## config.mk

```make
export PLATFORM = sky130hd
export DESIGN_NAME = pih_interlock
export DESIGN_NICKNAME = d
export VERILOG_FILES = /design/src/hw/pih_pkg.sv /design/src/hw/pih_interlock.sv
export VERILOG_INCLUDE_DIRS = /design/src /design/src/hw
export SDC_FILE = /design/constraint.sdc
export NUM_CORES = 1
export LEC_CHECK = 0
export ABC_AREA = 1
export ABC_CLOCK_PERIOD_IN_PS = 4900
export CAP_MARGIN = 25
export CORE_ASPECT_RATIO = 0.8
export CORE_MARGIN = 1
export CORE_UTILIZATION = 55
export DETAILED_ROUTE_END_ITERATION = 7
export DONT_BUFFER_PORTS = 1
export PLACE_DENSITY = 0.69
export SKIP_LAST_GASP = 1
export SLEW_MARGIN = 30
export SYNTH_ARGS = -nofsm -noshare
export SYNTH_HDL_FRONTEND = slang
export SYNTH_SLANG_ARGS = --single-unit
```

## constraint.sdc

```tcl
create_clock -name clk_i -period 4.9 [get_ports clk_i]
set_input_delay 0.245 -clock clk_i [delete_from_list [all_inputs] [get_ports clk_i]]
set_output_delay 0.245 -clock clk_i [all_outputs]
set_load 0.01 [all_outputs]
```

## src/hw/pih_params.svh

```systemverilog
/*
 * Constants of the issue interlock and hazard spacing block: producer
 * wait counts, hazard class indices and instruction spacings.
 * Assumes inclusion by its bare name from the block's design files.
 */
`ifndef PIH_PARAMS_SVH
`define PIH_PARAMS_SVH

// ----------------------------------------------------------------------
// Register file shape and counter widths
// ----------------------------------------------------------------------
`define PIH_NUM_GPR         32
`define PIH_WAIT_W          3
`define PIH_SPACE_W         4

// ----------------------------------------------------------------------
// Producer waits, counted to the address-generation consumer;
// the execute-stage consumer waits one cycle less
// ----------------------------------------------------------------------
`define PIH_WAIT_NONE       3'h0
`define PIH_WAIT_LOAD       3'h2
`define PIH_WAIT_SYSREG_RD  3'h3
`define PIH_WAIT_MULTIPLY   3'h5

// ----------------------------------------------------------------------
// Hazard classes (index into the pending vector)
// ----------------------------------------------------------------------
`define PIH_HZ_NUM          7
`define PIH_HZ_XLATE_LS     0
`define PIH_HZ_SYSREG_RD    1
`define PIH_HZ_TIMER        2
`define PIH_HZ_COPROC       3
`define PIH_HZ_LS_STATE     4
`define PIH_HZ_OTHER        5
`define PIH_HZ_FETCH        6

// ----------------------------------------------------------------------
// Spacings in issued instructions
// ----------------------------------------------------------------------
`define PIH_SP_XLATE_LS     4'h3
`define PIH_SP_SYSREG_RD    4'h2
`define PIH_SP_TIMER        4'h4
`define PIH_SP_COPROC       4'h4
`define PIH_SP_LS_STATE     4'h3
`define PIH_SP_OTHER        4'h2
`define PIH_SP_FETCH        4'ha

`endif

```

## src/hw/pih_pkg.sv

```systemverilog
/*
 * Types of the issue interlock and hazard spacing block.
 * Assumes the constants header is compiled alongside it.
 */
package pih_pkg;

	// ------------------------------------------------------------------
	// Instruction classes seen at issue
	// ------------------------------------------------------------------
	typedef enum logic [3:0] {
		OP_OTHER, OP_ALU, OP_LOAD, OP_STORE, OP_SYSREG_READ, OP_SYSREG_WRITE,
		OP_REG_MULTIPLY, OP_MOVE_FROM_HIGH, OP_MOVE_FROM_LOW,
		OP_XLATE_WRITE_RANDOM, OP_XLATE_WRITE_INDEXED, OP_CACHE_IWRITE,
		OP_EXEC_BARRIER, OP_EXCEPTION_RETURN, OP_JUMP_BARRIER, OP_JUMP_LINK_BARRIER
	} pih_op_e;

	// Target of a system-control register write
	typedef enum logic [3:0] {
		SR_OTHER, SR_TIMER_CMP, SR_COPROC_USABLE, SR_FLOAT_REG_MODE,
		SR_ADDR_SPACE_ID, SR_ERROR_LEVEL, SR_EXCEPTION_LEVEL,
		SR_DEBUG_LS_NORMAL_MEM, SR_WATCH
	} pih_sysreg_e;

	// How a source operand is consumed
	typedef enum logic [1:0] {USE_NONE, USE_ALU, USE_BASE} pih_use_e;

	// Stage that slips
	typedef enum logic [1:0] {SLIP_NONE, SLIP_EX, SLIP_AG} pih_slip_e;

	typedef logic [2:0] pih_wait_t;
	typedef logic [3:0] pih_space_t;

	// Instruction presented for issue
	typedef struct packed {
		pih_op_e     op;
		pih_sysreg_e target;
		logic [4:0]  dest;
		logic [4:0]  src_a;
		pih_use_e    use_a;
		logic [4:0]  src_b;
		pih_use_e    use_b;
	} pih_instr_s;

	// Issue status of the held instruction
	typedef struct packed {
		logic      fire;
		logic      stall;
		pih_slip_e slip;
	} pih_issue_s;

endpackage

```

## src/hw/pih_interlock.sv

```systemverilog
/*
 * Issue interlock and hazard spacing tracker for an in-order pipeline.
 * Assumes decode on the same clock presents one instruction at a time
 * with valid/ready, and the register file port busy flag is same-clock.
 */
`timescale 1ns/100ps
`include "pih_params.svh"

module pih_interlock import pih_pkg::*; (
	// Clock and reset
	input  wire logic                   clk_i,
	input  wire logic                   arst_n_i,
	// Instruction from decode
	input  wire logic                   in_valid_i,
	input  wire pih_instr_s             in_instr_i,
	output logic                        in_ready_o,
	// Issue status
	output pih_issue_s                  issue_o,
	// Multiply write port
	input  wire logic                   rf_port_busy_i,
	output logic                        mdu_stall_o,
	// Hazard spacing still open, one bit per class
	output logic [`PIH_HZ_NUM-1:0]      hazard_pending_o
);

	// ------------------------------------------------------------------
	// State
	// ------------------------------------------------------------------
	pih_instr_s  cand;
	logic        cand_valid;
	pih_wait_t   cnt      [`PIH_NUM_GPR];
	pih_wait_t   next_cnt [`PIH_NUM_GPR];
	pih_space_t  hz       [`PIH_HZ_NUM];
	pih_space_t  next_hz  [`PIH_HZ_NUM];
	logic [4:0]  mul_dest;
	logic        mul_pend;
	logic        fire;
	logic        hold;
	pih_instr_s  next_cand;
	logic        next_valid;
	logic        nx_ag;
	logic        nx_ex;

	// Wait a producer leaves on its destination
	function automatic pih_wait_t prod_wait(input pih_op_e op);
		unique case (op)
			OP_LOAD:                                   prod_wait = `PIH_WAIT_LOAD;
			OP_SYSREG_READ:                            prod_wait = `PIH_WAIT_SYSREG_RD;
			OP_REG_MULTIPLY, OP_MOVE_FROM_HIGH,
			OP_MOVE_FROM_LOW:                          prod_wait = `PIH_WAIT_MULTIPLY;
			default:                                   prod_wait = `PIH_WAIT_NONE;
		endcase
	endfunction

	// Spacing an issued instruction opens on hazard class k
	function automatic pih_space_t hz_set(input pih_instr_s i, input int k);
		logic xl;
		logic wr;
		logic ls;
		logic fe;
		xl = (i.op == OP_XLATE_WRITE_RANDOM) || (i.op == OP_XLATE_WRITE_INDEXED);
		wr = (i.op == OP_SYSREG_WRITE);
		ls = wr && (i.target inside {SR_ADDR_SPACE_ID, SR_ERROR_LEVEL,
			SR_DEBUG_LS_NORMAL_MEM});
		fe = xl || (i.op == OP_CACHE_IWRITE) || (wr && (i.target inside {
			SR_COPROC_USABLE, SR_FLOAT_REG_MODE, SR_ADDR_SPACE_ID,
			SR_ERROR_LEVEL, SR_EXCEPTION_LEVEL, SR_WATCH}));
		hz_set = 4'h0;
		case (k)
			`PIH_HZ_XLATE_LS:  if (xl) hz_set = `PIH_SP_XLATE_LS;
			`PIH_HZ_SYSREG_RD: if (wr) hz_set = `PIH_SP_SYSREG_RD;
			`PIH_HZ_TIMER:     if (wr && i.target == SR_TIMER_CMP) begin
				hz_set = `PIH_SP_TIMER;
			end
			`PIH_HZ_COPROC:    if (wr && (i.target inside {SR_COPROC_USABLE,
				SR_FLOAT_REG_MODE})) hz_set = `PIH_SP_COPROC;
			`PIH_HZ_LS_STATE:  if (ls) hz_set = `PIH_SP_LS_STATE;
			`PIH_HZ_OTHER:     if (wr) hz_set = `PIH_SP_OTHER;
			`PIH_HZ_FETCH:     if (fe) hz_set = `PIH_SP_FETCH;
			default:           hz_set = 4'h0;
		endcase
	endfunction

	// ------------------------------------------------------------------
	// Issue decision
	// ------------------------------------------------------------------
	// Stall flag is computed a cycle ahead so it comes from a flop
	assign fire = cand_valid && !issue_o.stall;

	// Multiply result waits while the integer pipe owns the write port
	assign hold = mul_pend && (cnt[mul_dest] == 3'h1) && rf_port_busy_i;

	// Per-register countdown of producer latency
	generate
		for (genvar r = 0; r < `PIH_NUM_GPR; r++) begin : g_gpr
			always_comb begin
				if (r == 0) begin
					next_cnt[r] = 3'h0;                                 // Zero register never waits
				end else if (fire && cand.dest == 5'(r) && prod_wait(cand.op) != 3'h0) begin
					next_cnt[r] = prod_wait(cand.op);
				end else if (cnt[r] != 3'h0 && !(hold && mul_dest == 5'(r))) begin
					next_cnt[r] = cnt[r] - 3'h1;
				end else begin
					next_cnt[r] = cnt[r];
				end
			end
			always_ff @(posedge clk_i or negedge arst_n_i) begin
				if (!arst_n_i) begin
					cnt[r] <= 3'h0;
				end else begin
					cnt[r] <= next_cnt[r];
				end
			end
		end
	endgenerate

	// Next held instruction and its hazard against next counts
	always_comb begin
		next_cand  = cand;
		next_valid = cand_valid;
		if (in_valid_i && in_ready_o) begin
			next_cand  = in_instr_i;
			next_valid = 1'b1;
		end else if (fire) begin
			next_valid = 1'b0;
		end
		// Base operands slip in address generation, ALU operands in execute
		nx_ag = (next_cand.use_a == USE_BASE && next_cnt[next_cand.src_a] != 3'h0)
			|| (next_cand.use_b == USE_BASE && next_cnt[next_cand.src_b] != 3'h0);
		nx_ex = (next_cand.use_a == USE_ALU && next_cnt[next_cand.src_a] > 3'h1)
			|| (next_cand.use_b == USE_ALU && next_cnt[next_cand.src_b] > 3'h1);
	end

	// Held instruction register
	always_ff @(posedge clk_i or negedge arst_n_i) begin
		if (!arst_n_i) begin
			cand       <= '0;
			cand_valid <= 1'b0;
		end else begin
			cand       <= next_cand;
			cand_valid <= next_valid;
		end
	end

	// Registered issue status and ready
	always_ff @(posedge clk_i or negedge arst_n_i) begin
		if (!arst_n_i) begin
			issue_o    <= '{fire: 1'b0, stall: 1'b0, slip: SLIP_NONE};
			in_ready_o <= 1'b1;
		end else begin
			issue_o.stall <= next_valid && (nx_ag || nx_ex);
			issue_o.fire  <= next_valid && !(nx_ag || nx_ex);
			issue_o.slip  <= !next_valid ? SLIP_NONE : nx_ag ? SLIP_AG :
				nx_ex ? SLIP_EX : SLIP_NONE;
			in_ready_o    <= !(next_valid && (nx_ag || nx_ex));
		end
	end

	// Multiply destination tracking for write port arbitration
	always_ff @(posedge clk_i or negedge arst_n_i) begin
		if (!arst_n_i) begin
			mul_dest    <= 5'h00;
			mul_pend    <= 1'b0;
			mdu_stall_o <= 1'b0;
		end else begin
			mdu_stall_o <= hold;
			if (fire && cand.op == OP_REG_MULTIPLY && cand.dest != 5'h00) begin
				mul_dest <= cand.dest;
				mul_pend <= 1'b1;
			end else if (mul_pend && next_cnt[mul_dest] == 3'h0) begin
				mul_pend <= 1'b0;
			end
		end
	end

	// ------------------------------------------------------------------
	// Hazard spacing counters
	// ------------------------------------------------------------------
	// Counted in issued instructions, not cycles, since spacing is
	// defined by intervening instructions; stalls do not shorten it
	generate
		for (genvar k = 0; k < `PIH_HZ_NUM; k++) begin : g_hz
			always_comb begin
				next_hz[k] = hz[k];
				if (fire) begin
					if (cand.op inside {OP_EXCEPTION_RETURN, OP_JUMP_BARRIER,
						OP_JUMP_LINK_BARRIER}) begin
						next_hz[k] = 4'h0;
					end else if (cand.op == OP_EXEC_BARRIER && k != `PIH_HZ_FETCH) begin
						next_hz[k] = 4'h0;
					end else if (hz_set(cand, k) > hz[k]) begin
						next_hz[k] = hz_set(cand, k);                    // New producer wins only if its spacing exceeds the count left
					end else if (hz[k] != 4'h0) begin
						next_hz[k] = hz[k] - 4'h1;
					end
				end
			end
			always_ff @(posedge clk_i or negedge arst_n_i) begin
				if (!arst_n_i) begin
					hz[k]               <= 4'h0;
					hazard_pending_o[k] <= 1'b0;
				end else begin
					hz[k]               <= next_hz[k];
					hazard_pending_o[k] <= (next_hz[k] != 4'h0);
				end
			end
		end
	endgenerate
endmodule

```

# Yosys cells after proc, flatten, opt, wreduce, memory -nomap -nowiden
# Cells that the tools add are included.
# op_classes
mux	140
add_sub_neg	38
n_reduce_logical	237
n_bitwise	3
eq_ne	88
order_cmp	12
# op_table
cell	count
2-to-1 mux 3 bit	72
2-to-1 mux 4 bit	52
== test 5 bit (second input constant)	32
logical AND 1 bit	141
nonzero test 3 bit	36
subtractor 3 x 1 -> 3 bit (second input constant)	31
== test 5 x 4 -> 1 bit (second input constant)	16
binary-select mux 3 bit (select 5 bit)	4
nonzero test 4 bit	14
== test 5 x 3 -> 1 bit (second input constant)	8
== test 4 bit (second input constant)	9
logical NOT 1 bit	34
== test 4 x 3 -> 1 bit (second input constant)	8
> comparator 4 bit	7
subtractor 4 x 1 -> 4 bit (second input constant)	7
== test 5 x 2 -> 1 bit (second input constant)	4
greater-or-equal comparator 6 bit (second input constant)	3
NOT 5 -> 6 bit	3
2-to-1 mux 14 bit	1
== test 4 x 2 -> 1 bit (second input constant)	3
== test 5 x 1 -> 1 bit (second input constant)	2
2-to-1 mux 2 bit	5
one-hot mux 3 bit (3 select lines)	1
> comparator 3 x 1 -> 1 bit (second input constant)	2
11 further kinds	23
# totals
inputBits	31
out_inout_bits	13
wordCells	578
regBits	168

# Logic depth before layout (Yosys ltp)
# depth
word_depth	21
depth_mapped	33
mapped_depth_nobuf	30

# Worst setup path after synthesis
# Ideal clock, no wire load.
# synth_timing
kind	flip-flop to flip-flop
startpoint	register mul_dest[0]
endpoint	register issue_o[2] (netlist bit)
stages_incl_launch_ff	30
slack_ns	2.097
setup_ns	0.119
required_ns	4.781
period_less_slack_ns	2.803
path_buffers	4
arrival_ns	2.684
path_cell_list	dfrtp_1 > buf_4 > inv_2 > buf_4 > nor2_1 > buf_2 > nand3_1 > nand2_1 > nor2_1 > nand2_1 > nor2_1 > nand3_1 > nand2_2 > buf_4 > nand3_1 > nand2_1 > nand2_1 > nand3_1 > nand2_1 > nand2_1 > nand2_1 > nand3b_1 > nand2_1 > nand3_1 > nand3_1 > nand3_1 > nand2_1 > nand2_2 > nor2_1 > nor2_1
# synth_lines
item	line_no	rtl
from (decl)	pih_interlock.sv:35	logic [4:0] mul_dest;
from (signal assigned)	pih_interlock.sv:168	mul_dest <= cand.dest;
to (signal assigned)	pih_interlock.sv:148	issue_o <= '{fire: 1'b0, stall: 1'b0, slip: SLIP_NONE};
to (decl)	pih_interlock.sv:18	output pih_issue_s issue_o,

==> results.ini <==
[outcome]
status=complete, no violations

[worst_setup_path]
crit_path_end_kind=register
worstSetupPathType=reg -> reg
cp_max_fo=16
path_delay_family=simple AND/OR/NAND/NOR gates
cpMostUsedCell=nand2_1
slowest_stage=dfrtp_1
r2r_setup_slack_ns=0.59
critPathRequiredTime_ns=5.21
critPathArrivalTime_ns=4.63
path_buf_inv=2
start_kind=register
critPathMaxStageDelay_ns=0.51
crit_chain=inv_2, nand2_1, nor2_1, nor2_1, nand2_1, nand2_1, nand2_1, nor2_1, nand3_1, nand2_2, nand3_1, nand2_1, nand2_1, nand3_1, nand2_1, inv_1, nor3_1, o22ai_1, o21ai_0, nand3_1, nor2_1, o21ai_0

[floorplanning]
start_util_pct=56.4
dieWidth_um=179
num_rows=51
core_sq_um=24500
pin_count=44
die_y_um=144
die-area_sq_um=25800

[sta]
slew_headroom_pct=33.1
finalCritPeriodShare_pct=88.0
drv_slew=0
setup_violations=0
max_freq_mhz=232
fin_setup_tns_ns=0
hold_ws_ns=0.0138
worst_pin_slew_ns=1.00
period_needed_ns=4.31
skew_ns=0.00928
hold_viol_final=0
rsz0062_at_grt=false

[logic_synthesis]
synth_top_family_by_area=simple AND/OR/NAND/NOR gates
yosys.area_share.simple_pct=41.3
synthFlopType=dfrtp_1
ys_types=53
synth_edf_count=0
avgSynthCellArea_sq_um=6.38
synth-compound-area-share_pct=7.19
synth_xor_xnor_area_share_pct=2.60
yosysWarnings=0
synthAdderAreaFrac_pct=7.51
ys_seq_area_share_pct=30.4
synth-seq-cells=168
synth_cells=2167
syn_nets=2281
synth_mux_area_share_pct=0.154
synthArstFlopShare_pct=100
syn_area_sq_um=13800

[clock_tree]
htreeDepth=4
cts_inserted_buffers=17
clkTransAtPathRegs_ns=0.07
cts_buffer_depth=2
clock-sinks=168
root_buffer=clkbuf_16
clk-insertion-delay-late_ns=0.45
cts_tree=built
cts_resized=0

[route]
viasPerCell=6.00
ant_nets=0
drt-pass1-iter-count=6
drt_wl_total_um=52200
first_iter_violations=2233
wire_per_inst_um=20.7
vias=15089
drc=0

[final_layout]
antenna_cells=0
multi_input_area_sq_um=8130
drive_gt1_share_pct=5.10
ff_latch_area_sq_um=4210
nFillCells=2370
postLayoutCellArea_sq_um=15100
area_growth_pct=9.39
final_nets=2299
instances_no_fill=2515

[place]
place_hpwl_um=38400
place_congestion=1.10
portBuffers=0
post-place-cells=2468
place_area_sq_um=14300

[hold_path]
hp-class=in -> reg

[pwr]
irDropWorstVdd_uv=486
pwr_density_cell_nw_per_um2=803
leakagePower_nw=8.15

[global_routing]
track_usage_pct=41.1
grt_max_degree=169
grt_pass1_vias=13804
gr-total-overflow=0
antenna_found_initial=0
grt_pass1_wl_um=77900

[job]
drv_cap=0

## worst register-to-register path, cell delays in order (launching register included)
cell	delay, ns
dfrtp_1	0.51
inv_2	0.44
nand2_1	0.32
nor2_1	0.20
nor2_1	0.05
nand2_1	0.06
nand2_1	0.09
nand2_1	0.13
nor2_1	0.05
nand3_1	0.08
nand2_2	0.20
nand3_1	0.34
nand2_1	0.14
nand2_1	0.08
nand3_1	0.11
nand2_1	0.09
inv_1	0.06
nor3_1	0.46
o22ai_1	0.20
o21ai_0	0.20
nand3_1	0.13
nor2_1	0.17
o21ai_0	0.09
## sequential cells by signal, indices dropped and copies added (netlist names)
register,flops
cnt,93
hz,28
cand,27
hazard_pending_o,7
mul_dest,5
issue_o,4
cand_valid,1
in_ready_o,1
mdu_stall_o,1
mul_pend,1
## kinds of logic (layout without fill, tap and decap cells)
kind of cell | after synthesis | after routing
compound gates | 181 | 181
simple gates | 1307 | 1307
xor+xnor | 41 | 41
buf+inv | 385 | 415
fa+ha+maj | 83 | 83
flops | 168 | 168
mux | 2 | 2
## path summary, 6_finish.rpt
| kind | from | to | cells past startpoint |
|---|---|---|---|
| worst min register to register | hz[25] | hz[25] | 2 |
| worst max register to register | mul_dest[0] | mul_pend | 22 |
| max in group asynchronous | arst_n_i | cnt[80] | 2 |
| min in group asynchronous | arst_n_i | cnt[1] | 2 |
| worst min-delay path | in_instr_i[0] | cand[0] | 2 |
| worst max-delay path | mul_dest[0] | mul_pend | 22 |
## layout by cell type, fill, tap and decap left out, types with 35 or more instances in the layout
master   Yosys  layout
buf_4        6      43
dfrtp_1    167     167
nor3_1      48      48
xor2_1      35      35
nor2_1     167     166
ha_1        83      83
a21oi_1     51      51
inv_1      314     314
nand3_1    348     348
nand2_1    659     658
o21ai_0     90      89
## synth_stat cells (7+ instances only)
master	n	area share (%)
a21oi_1	51	1.8
ha_1	83	7.5
nor2_1	167	4.5
inv_1	314	8.5
o22ai_1	10	0.45
nand4_1	33	1.5
clkbuf_1	39	1.1
nand2_1	659	18
buf_2	14	0.51
nand3_1	348	13
nor4_1	7	0.32
and2_1	7	0.32
dfrtp_1	167	30
nor3_1	48	1.7
o21ai_1	8	0.29
nand3b_1	8	0.43
o21ai_0	90	3.3
nor2_4	7	0.57
xor2_1	35	2.2
## per-layer routing
metal | GRT usage (%) | part of all wire (%) | up-vias
met5 | 0 | 0 | -
met4 | 16.5 | 3.9 | 0
met3 | 11.9 | 13 | 182
met2 | 59.8 | 41 | 991
met1 | 56.8 | 42 | 6923
li1 | - | - | 6993
## timing repair
action | 4_1_cts | 5_1_grt
hold buffers | 16 | 0
hold endpoints to repair | 182 | 0
buffers inserted | 0 | 0
## cell type report
type / count / area share (%)
tap: 318 / 2.63
inverter: 323 / 8.04
multi-input combinational: 1614 / 53.8
clock buffer: 20 / 3.09
sequential: 168 / 27.8
timing repair buffer: 61 / 3.58
clock inverter: 11 / 1.06
## power by group
| part | internal [mW] | switching [mW] | total, mW |
|---|---|---|---|
| Clock | 0.852 | 0.629 | 1.48 |
| Combinational | 2.49 | 5.60 | 8.09 |
| Sequential | 2.04 | 0.519 | 2.56 |
## stage by stage
step | util [%] | worst slack [ns] | power [mW]
final | 61.7 | 0.587 | 12.1
after detailed placement | 58.4 | 0.869 | 10.2
after global routing | 61.7 | 0.381 | 13.0
after CTS | 61.7 | 0.843 | 11.8
after global placement | 58.4 | 0.806 | 10.1
after floorplan | - | 2.10 | 7.80
No activity file was read; power rests on OpenSTA's default activity.
